### config.mk
export PLATFORM = sky130hd
export DESIGN_NAME = adc_host_end_flat
export DESIGN_NICKNAME = d
export VERILOG_FILES = /design/src/hw/adc_pkg.sv /design/src/hw/adc_link_if.sv /design/src/hw/adc_host_end.sv /design/src/hw/sample_fifo.sv /design/src/flat_wrapper.sv
export SDC_FILE = /design/constraint.sdc
export NUM_CORES = 1
export LEC_CHECK = 0
export ABC_AREA = 1
export ABC_CLOCK_PERIOD_IN_PS = 5000
export BUFFER_PORTS_ARGS = -buffer_cell sky130_fd_sc_hd__buf_2
export CAP_MARGIN = 20
export CORE_ASPECT_RATIO = 1.1
export CORE_UTILIZATION = 65
export DETAILED_ROUTE_END_ITERATION = 10
export PLACE_DENSITY = 0.82
export SLEW_MARGIN = 30
export SYNTH_ARGS = -nofsm -noshare
export SYNTH_HDL_FRONTEND = slang
export SYNTH_SLANG_ARGS = --single-unit
export TNS_END_PERCENT = 30
### constraint.sdc
create_clock -name clk -period 5 [get_ports clk]
set_clock_uncertainty 0.2 [all_clocks]
set_input_delay 0.75 -clock clk [delete_from_list [all_inputs] [get_ports clk]]
set_output_delay 0.75 -clock clk [all_outputs]
set_load 0.005 [all_outputs]
### src/hw/adc_pkg.sv
// Shared constants and types for the converter link and both ends.
// Assumes a 40 MHz core clock at each end and a host-made serial clock.
package adc_pkg;

  localparam int unsigned CLK_PERIOD_NS = 25;

  // Result widths of the two variants
  localparam int unsigned RESULT_BITS_HI = 14;
  localparam int unsigned RESULT_BITS_LO = 12;

  // Power-up timing
  localparam int unsigned POWERUP_DELAY_MS = 40;
  localparam int unsigned CAL_TIME_MS = 400;
  localparam int unsigned CAL_HOT_EXTRA_MS = 55;
  localparam int unsigned HOST_WAIT_MS = 500;
  localparam int unsigned POWERUP_DELAY_CYCLES =
    POWERUP_DELAY_MS * 1000000 / CLK_PERIOD_NS;
  localparam int unsigned CAL_CYCLES = CAL_TIME_MS * 1000000 / CLK_PERIOD_NS;
  localparam int unsigned CAL_HOT_EXTRA_CYCLES =
    CAL_HOT_EXTRA_MS * 1000000 / CLK_PERIOD_NS;
  localparam int unsigned HOST_WAIT_CYCLES =
    (HOST_WAIT_MS * 1000000 + CLK_PERIOD_NS - 1) / CLK_PERIOD_NS;

  // Conversion timing, internal clock
  localparam int unsigned CONVERSION_TIME_NS = 700;
  localparam int unsigned CONVERSION_CYCLES =
    (CONVERSION_TIME_NS + CLK_PERIOD_NS - 1) / CLK_PERIOD_NS;

  // Serial clock made by the host
  localparam int unsigned SCLK_HALF_CYCLES = 4;
  localparam int unsigned SCLK_PERIOD_NS =
    2 * SCLK_HALF_CYCLES * CLK_PERIOD_NS;
  // Rising edges after select low before the first bit appears
  localparam int unsigned LINK_LEAD_EDGES = 3;
  // Serial periods the host holds start high per conversion
  localparam int unsigned CONV_WAIT_PERIODS =
    (CONVERSION_TIME_NS + 4 * CLK_PERIOD_NS + SCLK_PERIOD_NS - 1)
    / SCLK_PERIOD_NS + 4;

  localparam int unsigned COUNT_W = 25;
  typedef logic [COUNT_W-1:0] cnt_t;

  typedef enum logic [3:0] {
    DEV_POWER_WAIT = 4'h1,
    DEV_CALIBRATE = 4'h2,
    DEV_ACQUIRE = 4'h4,
    DEV_CONVERT = 4'h8
  } dev_state_e;

  typedef enum logic [4:0] {
    HOST_POWER_WAIT = 5'h01,
    HOST_IDLE = 5'h02,
    HOST_CONVERT = 5'h04,
    HOST_READ = 5'h08,
    HOST_PUSH = 5'h10
  } host_state_e;

endpackage

### src/hw/adc_link_if.sv
// Four-wire serial link between converter and host controller.
// Assumes the host makes sclk; the converter only listens to it.
`timescale 1ns/100ps
interface adc_link_if;
  logic sclk;
  logic conversion_start_select;
  logic sdo;
  logic sdi;

  modport device (
    input sclk,
    input conversion_start_select,
    input sdi,
    output sdo
  );

  modport host (
    output sclk,
    output conversion_start_select,
    output sdi,
    input sdo
  );
endinterface

### src/hw/adc_host_end.sv
// Host controller end: waits out calibration, starts and reads conversions.
// Assumes the converter end of the link and a consumer on the FIFO output.
`timescale 1ns/100ps
module adc_host_end #(
  parameter int unsigned RESULT_BITS = adc_pkg::RESULT_BITS_HI,
  parameter int unsigned HOST_WAIT_CYCLES = adc_pkg::HOST_WAIT_CYCLES,
  parameter int unsigned FIFO_DEPTH = 16
) (
  input wire logic clk,
  input wire logic reset,
  adc_link_if.host link,
  input wire logic run,
  output logic link_ready,
  output logic [RESULT_BITS-1:0] word_data,
  output logic word_valid,
  input wire logic word_ready
);
  localparam int unsigned W = RESULT_BITS;
  localparam int unsigned DW = $clog2(adc_pkg::SCLK_HALF_CYCLES);
  localparam logic [5:0] FIRST_BIT = 6'(adc_pkg::LINK_LEAD_EDGES);
  localparam logic [5:0] LAST_EDGE = 6'(adc_pkg::LINK_LEAD_EDGES + W);

  typedef struct packed {
    adc_pkg::host_state_e st;
    adc_pkg::cnt_t cnt;
    logic [DW-1:0] div;
    logic sclk;
    logic cs;
    logic sdo_s1;
    logic sdo_s2;
    logic [5:0] edges;
    logic [W-1:0] shreg;
    logic push;
    logic ready;
  } host_s;

  host_s q;
  host_s d;
  logic half;
  logic rise;
  logic fall;
  logic in_ready;

  assign half = (q.div == DW'(adc_pkg::SCLK_HALF_CYCLES - 1));
  assign rise = half && !q.sclk;
  assign fall = half && q.sclk;
  assign link.sclk = q.sclk;
  assign link.conversion_start_select = q.cs;
  assign link.sdi = 1'b1;
  assign link_ready = q.ready;

  always_comb begin
    d = q;
    d.sdo_s1 = link.sdo;
    d.sdo_s2 = q.sdo_s1;
    if (q.st != adc_pkg::HOST_POWER_WAIT) begin
      d.div = half ? '0 : q.div + 1'b1;
      d.sclk = half ? ~q.sclk : q.sclk;
    end
    unique case (q.st)
      adc_pkg::HOST_POWER_WAIT: begin
        // Link held quiet until calibration surely done
        // No recalibration path, so the wait is always kept
        if (q.cnt == '0) begin
          d.st = adc_pkg::HOST_IDLE;
          d.ready = 1'b1;
        end else begin
          d.cnt = q.cnt - 1'b1;
        end
      end
      adc_pkg::HOST_IDLE: begin
        if (fall && run) begin
          d.st = adc_pkg::HOST_CONVERT;
          d.cs = 1'b1;
          d.cnt = adc_pkg::cnt_t'(adc_pkg::CONV_WAIT_PERIODS - 1);
        end
      end
      adc_pkg::HOST_CONVERT: begin
        // Hold off until conversion time has passed
        if (fall) begin
          if (q.cnt == '0) begin
            d.st = adc_pkg::HOST_READ;
            d.cs = 1'b0;
            d.edges = '0;
          end else begin
            d.cnt = q.cnt - 1'b1;
          end
        end
      end
      adc_pkg::HOST_READ: begin
        // Read in acquisition with own clock
        if (rise) begin
          if (q.edges >= FIRST_BIT && q.edges < LAST_EDGE) begin
            d.shreg = {q.shreg[W-2:0], q.sdo_s2};
          end
          d.edges = q.edges + 1'b1;
        end
        if (fall && q.edges == LAST_EDGE) begin
          d.st = adc_pkg::HOST_PUSH;
          d.push = 1'b1;
        end
      end
      adc_pkg::HOST_PUSH: begin
        if (in_ready) begin
          d.st = adc_pkg::HOST_IDLE;
          d.push = 1'b0;
        end
      end
    endcase
  end

  always_ff @(posedge clk) begin
    if (reset) begin
      q <= '{st: adc_pkg::HOST_POWER_WAIT,
             cnt: adc_pkg::cnt_t'(HOST_WAIT_CYCLES - 1),
             default: '0};
    end else begin
      q <= d;
    end
  end

  sample_fifo #(
    .WIDTH(W),
    .DEPTH(FIFO_DEPTH)
  ) u_fifo (
    .clk(clk),
    .reset(reset),
    .in_data(q.shreg),
    .in_valid(q.push),
    .in_ready(in_ready),
    .out_data(word_data),
    .out_valid(word_valid),
    .out_ready(word_ready)
  );
endmodule

### src/hw/sample_fifo.sv
// Flip-flop FIFO with valid/ready on both sides.
// Assumes one clock and a synchronous active-high reset.
`timescale 1ns/100ps
module sample_fifo #(
  parameter int unsigned WIDTH = 14,
  parameter int unsigned DEPTH = 16
) (
  input wire logic clk,
  input wire logic reset,
  input wire logic [WIDTH-1:0] in_data,
  input wire logic in_valid,
  output logic in_ready,
  output logic [WIDTH-1:0] out_data,
  output logic out_valid,
  input wire logic out_ready
);
  localparam int unsigned AW = (DEPTH > 1) ? $clog2(DEPTH) : 1;
  localparam int unsigned CW = $clog2(DEPTH + 1);

  typedef struct packed {
    logic [DEPTH-1:0][WIDTH-1:0] mem;
    logic [AW-1:0] wr;
    logic [AW-1:0] rd;
    logic [CW-1:0] count;
  } fifo_s;

  fifo_s q;
  fifo_s d;
  logic push;
  logic pop;

  assign in_ready = (q.count != CW'(DEPTH));
  assign out_valid = (q.count != '0);
  assign out_data = q.mem[q.rd];
  assign push = in_valid && in_ready;
  assign pop = out_valid && out_ready;

  always_comb begin
    d = q;
    if (push) begin
      d.mem[q.wr] = in_data;
      d.wr = (q.wr == AW'(DEPTH - 1)) ? '0 : q.wr + 1'b1;
    end
    if (pop) begin
      d.rd = (q.rd == AW'(DEPTH - 1)) ? '0 : q.rd + 1'b1;
    end
    if (push && !pop) begin
      d.count = q.count + 1'b1;
    end else if (pop && !push) begin
      d.count = q.count - 1'b1;
    end
  end

  always_ff @(posedge clk) begin
    if (reset) begin
      q <= '0;
    end else begin
      q <= d;
    end
  end
endmodule

### src/flat_wrapper.sv
// flat-port wrapper written by rule: the top's interface ports become plain ports
module adc_host_end_flat 
#(
  parameter int unsigned RESULT_BITS = adc_pkg::RESULT_BITS_HI,
  parameter int unsigned HOST_WAIT_CYCLES = adc_pkg::HOST_WAIT_CYCLES,
  parameter int unsigned FIFO_DEPTH = 16
)
  (clk, reset, run, link_ready, word_data, word_valid, word_ready, link_sclk, link_conversion_start_select, link_sdi, link_sdo);
  adc_link_if link_i ();
  input wire logic clk;
  input wire logic reset;
  input wire logic run;
  output logic link_ready;
  output logic [RESULT_BITS-1:0] word_data;
  output logic word_valid;
  input wire logic word_ready;
  output wire logic [$bits(link_i.sclk)-1:0] link_sclk;
  output wire logic [$bits(link_i.conversion_start_select)-1:0] link_conversion_start_select;
  output wire logic [$bits(link_i.sdi)-1:0] link_sdi;
  input wire logic [$bits(link_i.sdo)-1:0] link_sdo;
  assign link_sclk = link_i.sclk;
  assign link_conversion_start_select = link_i.conversion_start_select;
  assign link_sdi = link_i.sdi;
  assign link_i.sdo = link_sdo;
  adc_host_end #(.RESULT_BITS(RESULT_BITS), .HOST_WAIT_CYCLES(HOST_WAIT_CYCLES), .FIFO_DEPTH(FIFO_DEPTH)) u_core (.clk(clk), .reset(reset), .link(link_i), .run(run), .link_ready(link_ready), .word_data(word_data), .word_valid(word_valid), .word_ready(word_ready));
endmodule
Yosys cells after proc, flatten, opt, wreduce, memory -nomap -nowiden. Index checks and enable logic that the tools add are counted.

Register bits: 295. Input port bits: 5.

$add $sub $neg: 7. $lt $le $gt $ge: 5. Eq/ne operators: 18. Muxes and demuxes: 31. Bitwise logic cells: 1. Reductions and logical operators: 28.

Operators with widths (count): bitwise mux 224 bit (1); case mux 25 bit (3 select lines) (1); 2-to-1 mux 30 bit (2); binary-select mux 14 bit (select 4 bit) (1); demux 14 bit (select 4 bit) (1); 2-to-1 mux 14 bit (3); 2-to-1 mux 5 bit (6); zero test 25 bit (1); 2-to-1 mux 25 bit (1); case mux 5 bit (5 select lines) (1); subtractor 25 x 1 -> 25 bit, second input constant (1); 2-to-1 mux 20 bit (1); 2-to-1 mux 6 bit (2); inequality test 2 x 1 -> 1 bit, second input constant (6); case mux 6 bit (2 select lines) (1); logical AND 1 bit (10); < comparator 4 x 5 -> 1 bit, second input constant (2); AND reduction 3 bit (3); adder 4 x 1 -> 4 bit, second input constant (2); == test 4 bit, second input constant (2); 2-to-1 mux 4 bit (2); AND reduction 4 bit (2); nonzero test 2 bit (4); adder 6 x 1 -> 6 bit, second input constant (1); 25 further kinds (33).

Depth between registers and ports, before layout. Gate-level depths: netlist of run 1.

Depth in word-level cells: 6. Gate-level depth with buffers: 17. Mapped depth without buffers: 16.

By module. From an unflattened synthesis of run 1, not the netlist that was laid out.

Cell total of the unflattened synthesis: 2574. Area, all modules: 15736.3 um2.

By module, submodules not included: sample_fifo (instances 1, cells each 2102, area an instance 12504.5 um2, sequential area each 4744.6 um2); adc_host_end (instances 1, cells each 472, area an instance 3231.8 um2, sequential area each 1161.1 um2).

Worst setup path after synthesis of run 1. Ideal clock, no wire load.

Path type: reg2reg. From: reg u_core.u_fifo.q[0] (netlist name). To: reg u_core.u_fifo.q[4] (netlist name). Library setup time: 0.119 ns. Arrival: 2.087 ns. Data required time: 4.681 ns. Path slack: 2.594 ns. Stages on the path, launching flop included: 17. Cells stage by stage: dfxtp_1 > nor2_1 > nand3_2 > inv_2 > nand2_2 > nand2_4 > inv_6 > buf_12 > ha_1 > inv_1 > ha_1 > a21oi_1 > nor2_1 > o21ai_0 > nand3_1 > o21ai_0 > a21oi_1.

Word-level cells in the longest chain between the ends: 5. Elaborated cells between the ends (all ways): 13. Classes of those cells: add/sub (2); eq/ne (1); mux (2); reduce/logical (8).

Ends and longest elaborated chain: from (decl) (RTL line sample_fifo.sv:27) `fifo_s q;`; from (signal assigned) (RTL line sample_fifo.sv:56) `q <= '0;`; from (signal assigned) (RTL line sample_fifo.sv:58) `q <= d;`; inequality test 5 bit * (RTL line sample_fifo.sv:32) `assign in_ready = (q.count != CW'(DEPTH));`; logical AND 1 bit * (RTL line sample_fifo.sv:35) `assign push = in_valid && in_ready;`; named net u_core.u_fifo.push (RTL line sample_fifo.sv:29) `logic push;`; zero test 1 bit (RTL line sample_fifo.sv:49) `end else if (pop && !push) begin`; logical AND 1 bit (RTL line sample_fifo.sv:49); nonzero test 2 bit (no source line).

The timed path passes the listed nets; every way through them passes the cells marked *. The select of a mux whose other input is x is not followed. A chain may end at the register's enable or synchronous reset.

Worst setup path in the final report of run 1.
From: reg u_core.u_fifo.q[8] (netlist name). To: out word_data[11].

Word-level cells in the longest chain between the ends: 2.

Ends and longest elaborated chain: binary-select mux 14 bit (select 4 bit) (RTL line sample_fifo.sv:34) `assign out_data = q.mem[q.rd];`; 2-to-1 mux 14 bit (not written as such) (RTL line sample_fifo.sv:34); to (decl) (RTL line flat_wrapper.sv:14) `output logic [RESULT_BITS-1:0] word_data;`.

No other way between the ends. The select of a mux whose other input is x is not followed.

==> results of run 1 <==
-- cell type report --
cell class,instances,area (um^2)
clock buffers,44,875
fillers,1987,6770
multi-input cells,1643,7410
flip-flops and latches,295,5910
clock inverters,14,205
well taps,300,375
inverters,274,1040
repair buffers,30,198
-- power by group through the flow --
stage	logic (uW)	clock network (uW)	registers (uW)
final	1560	2440	2530
after global routing	1750	2550	2540
after CTS	1540	2450	2530
after detailed placement	1520	0	2580
after global placement	1480	0	2570
after floorplan	1200	0	2550
-- state kept, by name, summed over array words and instances, names as in the netlist --
| name | flops |
|---|---|
| u_core.q | 54 |
| u_core.link.conversion_start_select | 1 |
| u_core.link.sclk | 1 |
| u_core.u_fifo.q | 237 |
| u_core.d | 1 |
| u_core.link_ready | 1 |
-- metrics by stage --
stage               total power, uW  cell area (um^2)  instances  utilization, %
detailed placement             4100             14900       2542            65.3
finish                         6530             16000       2600            70.3
global placement               4050             14900       2541            65.3
global route                   6840             16000       2600            70.3
CTS                            6520             16000       2600            70.1
floorplan                      3750             15000       2362               -
-- cells by family after synthesis --
group | after synthesis | synth area share (%)
buffers and inverters | 424 | 11.8
flip-flops | 295 | 39.2
AO/OA/AOI/OAI | 335 | 11.3
XOR/XNOR | 19 | 1.11
other | 1 | 0.0249
adder cells (fa/ha/maj) | 17 | 1.46
AND/OR/NAND/NOR | 1271 | 35.1
-- critical path: stages (launching register included) --
cell and delay, ns:
dfxtp_1 0.33, clkinv_1 0.54, nor2_1 0.87, buf_4 0.30, nand2_1 0.07, nand3_1 0.11, buf_2 0.12
-- cells in the final DEF, fill, tap and decap left out, types with 2 or more instances in the layout --
master | synthesis | routed
nand4_1 | 11 | 11
clkinv_2 | 1 | 7
nor2_4 | 2 | 2
nand2_4 | 2 | 2
nor3_1 | 7 | 7
bufinv_16 | 0 | 5
buf_2 | 27 | 22
a21oi_2 | 2 | 2
nand4_4 | 7 | 11
nand2_2 | 4 | 4
nand4_2 | 10 | 6
inv_2 | 8 | 9
clkbuf_16 | 0 | 31
nand3_1 | 107 | 107
a21oi_1 | 186 | 186
buf_4 | 15 | 4
o21ai_0 | 135 | 135
clkbuf_1 | 89 | 8
buf_6 | 9 | 2
o21ai_1 | 7 | 7
nand2_1 | 618 | 618
nand3_2 | 6 | 6
inv_6 | 1 | 4
nor2_1 | 485 | 485
xnor2_1 | 3 | 3
ha_1 | 16 | 16
inv_1 | 262 | 260
nor2_2 | 5 | 5
dfxtp_1 | 295 | 293
clkbuf_8 | 0 | 5
xor2_1 | 16 | 16
-- worst paths after layout --
check	start	end	slack, ns	depth (start not counted)
setup / recovery	u_core.u_fifo.q[8]	word_data[11]	1.15	6
hold / removal	u_core.d[22]	u_core.q[22]	0.21	2
setup reg to reg	u_core.u_fifo.q[1]	u_core.u_fifo.q[233]	2.16	10
hold reg to reg	u_core.d[22]	u_core.q[22]	0.21	2
-- layer usage --
layer	vias to the layer above	part of all wire [%]	track usage, %
met5	-	0	0
met4	0	3.7	14.5
met3	112	6.9	3.36
met2	542	46	54.7
met1	6509	43	44.0
li1	7097	-	-
==> impl_metrics.yaml, run 1 <==
logic_synthesis:
  ys_seq_elements: 295
  synth_top_area_share_pct: 39.2
  async_flop_share_pct: 0
  ys.flop_type: "dfxtp_1"
  syn_inst: 2362
  synth-seq-area-share_pct: 39.2
  ys_top_cells_by_area: "dfxtp_1 (39%), nand2_1 (15%), nor2_1 (12%), inv_1 (6.5%), a21oi_1 (6.2%)"
  yosysTopAreaCell: "dfxtp_1"
  syn_area_per_cell_um2: 6.37
  netlist_area_um2: 15000
  synth_most_common_cell: "nand2_1"
  synth.net_count: 2384
  synth_edf_count: 0
  synth_common_cells: "nand2_1 (618), nor2_1 (485), dfxtp_1 (295)"
  synth_warnings: 0
  ys_types: 45
die:
  rows: 58
  die_x_um: 147
  core_region_area_um2: 22800
  fp.dieArea_um2: 23800
  io_pins: 24
  die_h_um: 162
  start_util_pct: 66.0
flow_run:
  maxCapViolations: 0
worst_setup_path:
  worstSetupPathType: "reg2out"
  start_kind: "flip-flop"
  cp.arrival_ns: 2.90
  critPathRequiredTime_ns: 4.05
  crit_fanout: 17
  endpoint_kind: "primary output"
power:
  pwr-share-seq_pct: 38.8
  p_per_area_nw_per_um2: 408
  switching_power_uw: 2120
  peakVddDrop_uv: 348
  p_int_uw: 4410
  swShare_pct: 32.5
  p_leak_uw: 0.00823
  pwr-share-clk_pct: 37.3
  pwr-share-comb_pct: 23.9
routing:
  vias: 14300
  ant_nets: 0
  viasPerCell: 5.48
  wirelength_um: 39500
  drc: 0
  drt_iter0_markers: 1370
  firstDrtPassIters: 5
  routedWlPerCell_um: 15.2
cts:
  cts.clk_slew.worst_paths_ns: 0.06
  htree_levels: 1
  cts_tree: "yes"
  ctsResizeCount: 0
  cts_root_buffer: "clkbuf_16"
  worstSkewPairLatency_ns: 0.56
  cts_buffer_depth: 3
  post_cts_buffers: 0
  holdBufCountCts: 0
  numCtsBuffers: 31
  clock-sinks: 295
place:
  dp_hpwl_um: 22700
  preCtsSetupSlack_ns: 1.82
  io_buffers: 22
  gp_congestion: 0.866
timing:
  hold_violations: 0
  max_clock_freq_mhz: 260
  fin_ws_ns: 1.15
  fin_crit_ns: 3.85
  rsz0062_at_grt: "no"
  whs_ns: 0.214
  setup_violations: 0
  worst_pin_slew_ns: 0.972
  finalCritPeriodShare_pct: 77.0
  tns_ns: 0
  max_slew_margin_pct: 35.2
  drv_slew: 0
worst_hold_path:
  hp-class: "reg2reg"
cells_and_area:
  area_growth_syn_to_layout_pct: 6.40
  drive_gt1_share_pct: 5.91
  nets: 2297
  diodes: 0
global_routing:
  grt_pass1_wl_um: 64100
  antenna_found_initial: 0
  grt_usage_pct: 33.1
  globalRouteOverflowTotal: 0
  grt_max_degree: 122
  grt_pass1_vias: 12800
run_status:
  status: "completed"
Power figures use the tool's default switching activity.
==> inputs of run 2 (changes only) <==
- ABC_AREA: 1 -> 0
- ABC_CLOCK_PERIOD_IN_PS: 5000 -> 3200
- CORE_UTILIZATION: 65 -> 57
- PLACE_DENSITY: 0.82 -> 0.76
- clock period: 5 -> 3.2 ns (I/O delays scaled with it)
==> run 2 against run 1 <==
Utilization is 6.2 points lower. Cell count decreased by 41%. Combinational power down 40%. First-iteration DRC count is 57% lower. Register-to-register slack worse by 1.8 ns. Sequential share of layout area up 3.3 points. Worst setup slack got worse by 1.1 ns. Cell area down 8.3%. Sequential cell count is the same.
==> impl_metrics.yaml, run 2 <==
worst_hold_path:
  hp-class: "in2reg"
  hold_depth: 3
global_routing:
  grt_pass1_vias: 8749
  grt_usage_pct: 24.8
  grt_pass1_wl_um: 47400
  grt_max_degree: 86
  globalRouteOverflowTotal: 0
  antenna_found_initial: 1
routing:
  drc: 0
  wirelength_um: 28900
  drt_iter0_markers: 592
  routedWlPerCell_um: 18.7
  ant_nets: 0
  viasPerCell: 5.78
  vias: 8923
  firstDrtPassIters: 7
cts:
  cts.clk_slew.worst_paths_ns: 0.05
  htree_levels: 1
  worstSkewPairLatency_ns: 0.54
  cts_buffer_depth: 3
  cts_tree: "yes"
  clock-sinks: 295
  cts_root_buffer: "clkbuf_16"
  numCtsBuffers: 31
place:
  placed_cell_area_um2: 13600
  dp_hpwl_um: 17200
  io_buffers: 22
  dp.cells: 1482
  gp_congestion: 0.775
timing:
  drv_slew: 0
  fin_crit_ns: 3.14
  whs_ns: 0.0399
  worst_pin_slew_ns: 0.925
  max_slew_margin_pct: 38.2
  finalCritPeriodShare_pct: 98.1
  max_clock_freq_mhz: 319
  hold_violations: 0
  setup_violations: 0
worst_setup_path:
  critPathCapture: "word_data[10]"
  reg2reg_to: "u_core.u_fifo.q[4]"
  path_cells: "buf_12, mux4_2, mux4_2, buf_2"
  r2r_start: "u_core.u_fifo.q[1]"
  worstSetupPathType: "reg2out"
  crit_start: "u_core.u_fifo.q[5]"
  worst-r2r-setup-slack_ns: 0.32
  max_stage_delay_ns: 0.58
  critPathRequiredTime_ns: 2.52
  rr_worst_depth: 12
  cp.arrival_ns: 2.46
  cp_common_cell: "mux4_2"
  endpoint_kind: "primary output"
  crit_fanout: 23
  start_kind: "flip-flop"
  critPathSlowestCell: "mux4_2"
power:
  peakVddDrop_uv: 677
  p_per_area_nw_per_um2: 565
  p_leak_uw: 0.00706
cells_and_area:
  final_cell_area_um2: 14700
  area_growth_syn_to_layout_pct: 9.82
  layout_commonest_cell: "dfxtp_1"
  fin_cells: 1543
  top_regs: "u_core.u_fifo.q: 237 flops, u_core.q: 54 flops"
  final_cell_mix: "dfxtp_1 (293), nor2_1 (289), mux2i_1 (238), mux4_2 (70), clkbuf_16 (31)"
  n_fill_cell: 1780
  diodes: 0
  multi_input_area_um2: 6910
  nets: 1242
  drive_gt1_share_pct: 16.8
  register_area_um2: 5910
  largest_register: "u_core.u_fifo.q"
  largest_reg_flops: 237
die:
  start_util_pct: 58.3
  die_x_um: 148
  io_pins: 24
  die_h_um: 163
  rows: 58
  core_region_area_um2: 22900
  fp.dieArea_um2: 24100
logic_synthesis:
  synth_most_common_cell: "dfxtp_1"
  synth-seq-area-share_pct: 44.2
  ys_types: 61
  netlist_area_um2: 13400
  ys.flop_type: "dfxtp_1"
  yosysTopAreaCell: "dfxtp_1"
  ys_seq_elements: 295
  synth.net_count: 1275
  synth_top_area_share_pct: 44.2
  syn_inst: 1253
  ys_top_cells_by_area: "dfxtp_1 (44%), mux2i_1 (18%), mux4_2 (12%), nor2_1 (8.1%), clkbuf_1 (2.1%)"
  syn_area_per_cell_um2: 10.7
  async_flop_share_pct: 0
  synth_warnings: 0
  synth_edf_count: 0
  synth_common_cells: "dfxtp_1 (295), nor2_1 (289), mux2i_1 (238)"
flow_run:
  maxCapViolations: 0
run_status:
  status: "completed"
-- run 2: cell types whose count changed after synthesis, sizes merged, moves of 23 or more --
cell and change:
a21oi -172, mux2i +238, o21ai -137, nand3 -91, mux4 +70, inv -259, buf -23, nand2 -598
nor2 -199
-- run 2: kinds of logic after synthesis --
family,synth area share (%)
buffers and inverters,4.23
muxes,29.6
and+or+nand+nor,15.0
DFF,44.2
AOI/OAI and AO/OA,2.77
xor gates and xnor gates,2.55
other,0.0280
adders and majority gates,1.65
-- run 2: worst min-delay path by stage --
stage | startpoint | end | slack, ns
floorplan | u_core.d[22] | u_core.q[22] | 0.21
global placement | u_core.d[22] | u_core.q[22] | 0.22
detailed placement | u_core.d[22] | u_core.q[22] | 0.24
CTS | word_ready | u_core.u_fifo.q[6] | 0.01
global route | word_ready | u_core.u_fifo.q[6] | 0.03
finish | word_ready | u_core.u_fifo.q[6] | 0.04
-- run 2: area by class of cell --
type | count | area share, %
multi-input cells | 833 | 47.0
flip-flops and latches | 295 | 40.2
clock buffers | 49 | 6.49
repair buffers | 46 | 2.74
well taps | 300 | 2.56
clock inverters | 7 | 0.605
inverters | 13 | 0.332
-- run 2: layer usage --
| metal | vias up | GRT usage (%) | routed length [um] |
|---|---|---|---|
| met2 | 207 | 43.3 | 14500 |
| met1 | 4365 | 32.1 | 12300 |
| met3 | 57 | 3.39 | 1440 |
| met5 | - | 0 | 13 |
| li1 | 4292 | - | - |
| met4 | 2 | 7.03 | 648 |
-- run 2: repair_timing --
item / CTS / global route
hold buffers: 1 / 0
gates cloned: 1 / 0
gates resized for setup: 2 / 2
setup buffers: 3 / 0
setup endpoints to repair: 9 / 2
hold endpoints to repair: 1 / 0
-- run 2: report_power, final --
part	internal (uW)	switching (uW)	leakage, uW
clock	2180	1410	0.000517
sequential	3710	57.7	0.00238
combinational	454	479	0.00417
-- run 2: through the flow --
step / setup TNS [ns] / total power [uW] / worst slack (ns) / utilization (%)
6_report: 0 / 8300 / 0.0624 / 64.0
3_5_place_dp: 0 / 4700 / 0.275 / 59.1
4_1_cts: 0 / 8380 / 0.0317 / 64.0
3_3_place_gp: 0 / 4690 / 0.333 / 59.1
2_1_floorplan: 0 / 4490 / 0.221 / -
5_1_grt: -0.00237 / 8630 / -0.00237 / 64.0
-- run 2: worst max-delay path, delay by kind of cell, from the launching register on --
kind	cells	cell delay, ns
flip-flops	1	0.43
buffers and inverters	2	0.37
multiplexers	2	1.10
==> inputs of run 3 (changes only) <==
- SYNTH_HIERARCHICAL: default -> 1
==> run 3 against run 2 <==
Cell area is 3.3% higher. Critical path depth is 1 higher. Die area is 1.6% higher. Routed wire length is 8.1% higher. Worst setup slack better by 0.081 ns. Sequential cell count stayed put. Largest cell class unchanged. Synthesized area is 1.7% higher. Utilization is 1.5 points higher.
==> impl_metrics.yaml, run 3 <==
power:
  pwr-share-seq_pct: 42.0
  p_leak_uw: 0.00517
  swShare_pct: 26.9
  peakVddDrop_uv: 441
  p_int_uw: 6690
  switching_power_uw: 2460
  p_per_area_nw_per_um2: 604
  p_total_uw: 9160
  pwr-share-comb_pct: 14.2
  pwr-share-clk_pct: 43.8
place:
  gp_congestion: 0.785
  dp.cells: 1557
  io_buffers: 22
  dp_hpwl_um: 18600
cts:
  numCtsBuffers: 31
  cts_tree: "yes"
  cts.clk_slew.worst_paths_ns: 0.06
  ctsResizeCount: 0
  post_cts_buffers: 0
  htree_levels: 1
  cts_root_buffer: "clkbuf_16"
  clock-sinks: 295
  cts_buffer_depth: 3
  worstSkewPairLatency_ns: 0.58
  holdBufCountCts: 2
logic_synthesis:
  synth_common_cells: "dfxtp_1 (295), nor2_1 (275), mux2i_1 (241)"
  synth-simple-area-share_pct: 14.0
  async_flop_share_pct: 0
  ys.flop_type: "dfxtp_1"
  ys_seq_elements: 295
  ys_top_cells_by_area: "dfxtp_1 (43%), mux2i_1 (18%), mux4_2 (9.3%), nor2_1 (7.6%), clkbuf_1 (1.8%)"
  synth_most_common_cell: "dfxtp_1"
  synth_top_area_share_pct: 43.4
  synth.net_count: 1318
  synth-xor-area-share_pct: 0.773
  synthMuxAreaShare_pct: 27.1
  synth_warnings: 6
  yosysTopAreaCell: "dfxtp_1"
  synth_top_family_by_area: "multiplexers"
  syn_area_per_cell_um2: 10.5
  synth-seq-area-share_pct: 43.4
  ys_types: 68
  synth_edf_count: 0
  synth_fa_ha_area_share_pct: 1.62
  netlist_area_um2: 13600
  synth_compound_area_share_pct: 8.51
  syn_inst: 1296
worst_setup_path:
  endpoint_kind: "primary output"
  worstSetupPathType: "reg2out"
  cp.arrival_ns: 2.38
  critPathRequiredTime_ns: 2.52
  crit_fanout: 28
  start_kind: "flip-flop"
global_routing:
  grt_usage_pct: 25.9
  grt_pass1_wl_um: 50000
  grt_max_degree: 167
  antenna_found_initial: 0
  globalRouteOverflowTotal: 0
  grt_pass1_vias: 9560
timing:
  setup_violations: 0
  drv_slew: 0
  max_slew_margin_pct: 37.6
  tns_ns: 0
  rsz0062_at_grt: "no"
  whs_ns: 0.0748
  worst_pin_slew_ns: 0.936
  max_clock_freq_mhz: 327
  finalCritPeriodShare_pct: 95.5
  hold_violations: 0
  fin_crit_ns: 3.06
die:
  die_h_um: 164
  rows: 58
  io_pins: 24
  core_region_area_um2: 23100
  fp.dieArea_um2: 24500
  die_x_um: 149
  start_util_pct: 58.7
run_status:
  status: "completed"
cells_and_area:
  final_cell_mix: "dfxtp_1 (292), nor2_1 (275), mux2i_1 (241), mux4_2 (56), nand2_1 (37)"
  layout_commonest_cell: "dfxtp_1"
  multi_input_area_um2: 7120
  diodes: 0
  largest_register: "u_core/u_fifo/q"
  drive_gt1_share_pct: 15.8
  nets: 1314
  fin_cells: 1617
  area_growth_syn_to_layout_pct: 11.6
  top_regs: "u_core/u_fifo/q: 237 flops, u_core/q: 54 flops"
  n_fill_cell: 1735
  register_area_um2: 5910
  largest_reg_flops: 237
  finish.utilization_pct: 65.5
routing:
  wirelength_um: 31300
  firstDrtPassIters: 6
  viasPerCell: 6.02
  drc: 0
  ant_nets: 0
  vias: 9742
  drt_iter0_markers: 632
  routedWlPerCell_um: 19.3
flow_run:
  maxCapViolations: 0
worst_hold_path:
  hp-class: "in2reg"
run 3: changes by cell type in the layout (fill, tap and decap cells not counted), sizes merged, moves of 14 or more:
cell,change
buf,+21
mux4,-14
xnor2,-17
a22oi,+26
nor2,-18
a211oi,+14
run 3: path summary, 6_finish.rpt:
| check | from | to | slack (ns) | cells past startpoint |
|---|---|---|---|---|
| setup / recovery | u_core/u_fifo/q[5] | word_data[10] | 0.14 | 5 |
| hold / removal | word_ready | u_core/u_fifo/q[8] | 0.07 | 3 |
| setup reg to reg | u_core/u_fifo/q[0] | u_core/u_fifo/q[4] | 0.23 | 9 |
| hold reg to reg | u_core/d[22] | u_core/q[22] | 0.24 | 1 |
run 3: per-stage QoR:
stage | setup WS [ns] | area (um^2)
after floorplan | 0.292 | 13600
after global placement | 0.355 | 14000
after detailed placement | 0.273 | 14000
after CTS | 0.105 | 15200
after global routing | 0.0121 | 15200
final | 0.143 | 15200
run 3: cell families after synthesis:
family / count (synthesis)
other: 1
DFF: 295
xor gates and xnor gates: 12
buffers and inverters: 120
AOI/OAI and AO/OA: 132
and+or+nand+nor: 421
muxes: 298
adders and majority gates: 17
run 3: layout make-up:
class	instances	share of cell area (%)
clock buffers	39	5.85
inverters	17	0.421
repair buffers	66	3.49
multi-input cells	881	46.9
well taps	300	2.47
clock inverters	19	1.89
flip-flops and latches	295	39.0
run 3: per-layer routing:
layer / vias to the layer above / share of wire, % / routed length [um] / global-route usage, %
li1: 4629 / - / - / -
met1: 4844 / 43 / 13600 / 33.2
met2: 213 / 50 / 15600 / 45.2
met3: 56 / 4.1 / 1270 / 3.19
met4: 0 / 2.6 / 814 / 8.67
met5: - / 0 / 0 / 0
run 3: critical path, cell delays in order (launching register included):
cell	delay (ns)
dfxtp_4	0.47
buf_12	0.28
mux4_2	0.53
a22oi_1	0.23
nand2_1	0.13
buf_2	0.15
run 3: power groups by stage:
stage          logic, uW  clock network, uW  registers, uW
3_5_place_dp        1300                  0           3920
4_1_cts             1310               4070           3840
2_1_floorplan       1080                  0           3840
6_report            1300               4020           3840
3_3_place_gp        1290                  0           3910
5_1_grt             1420               4240           3850
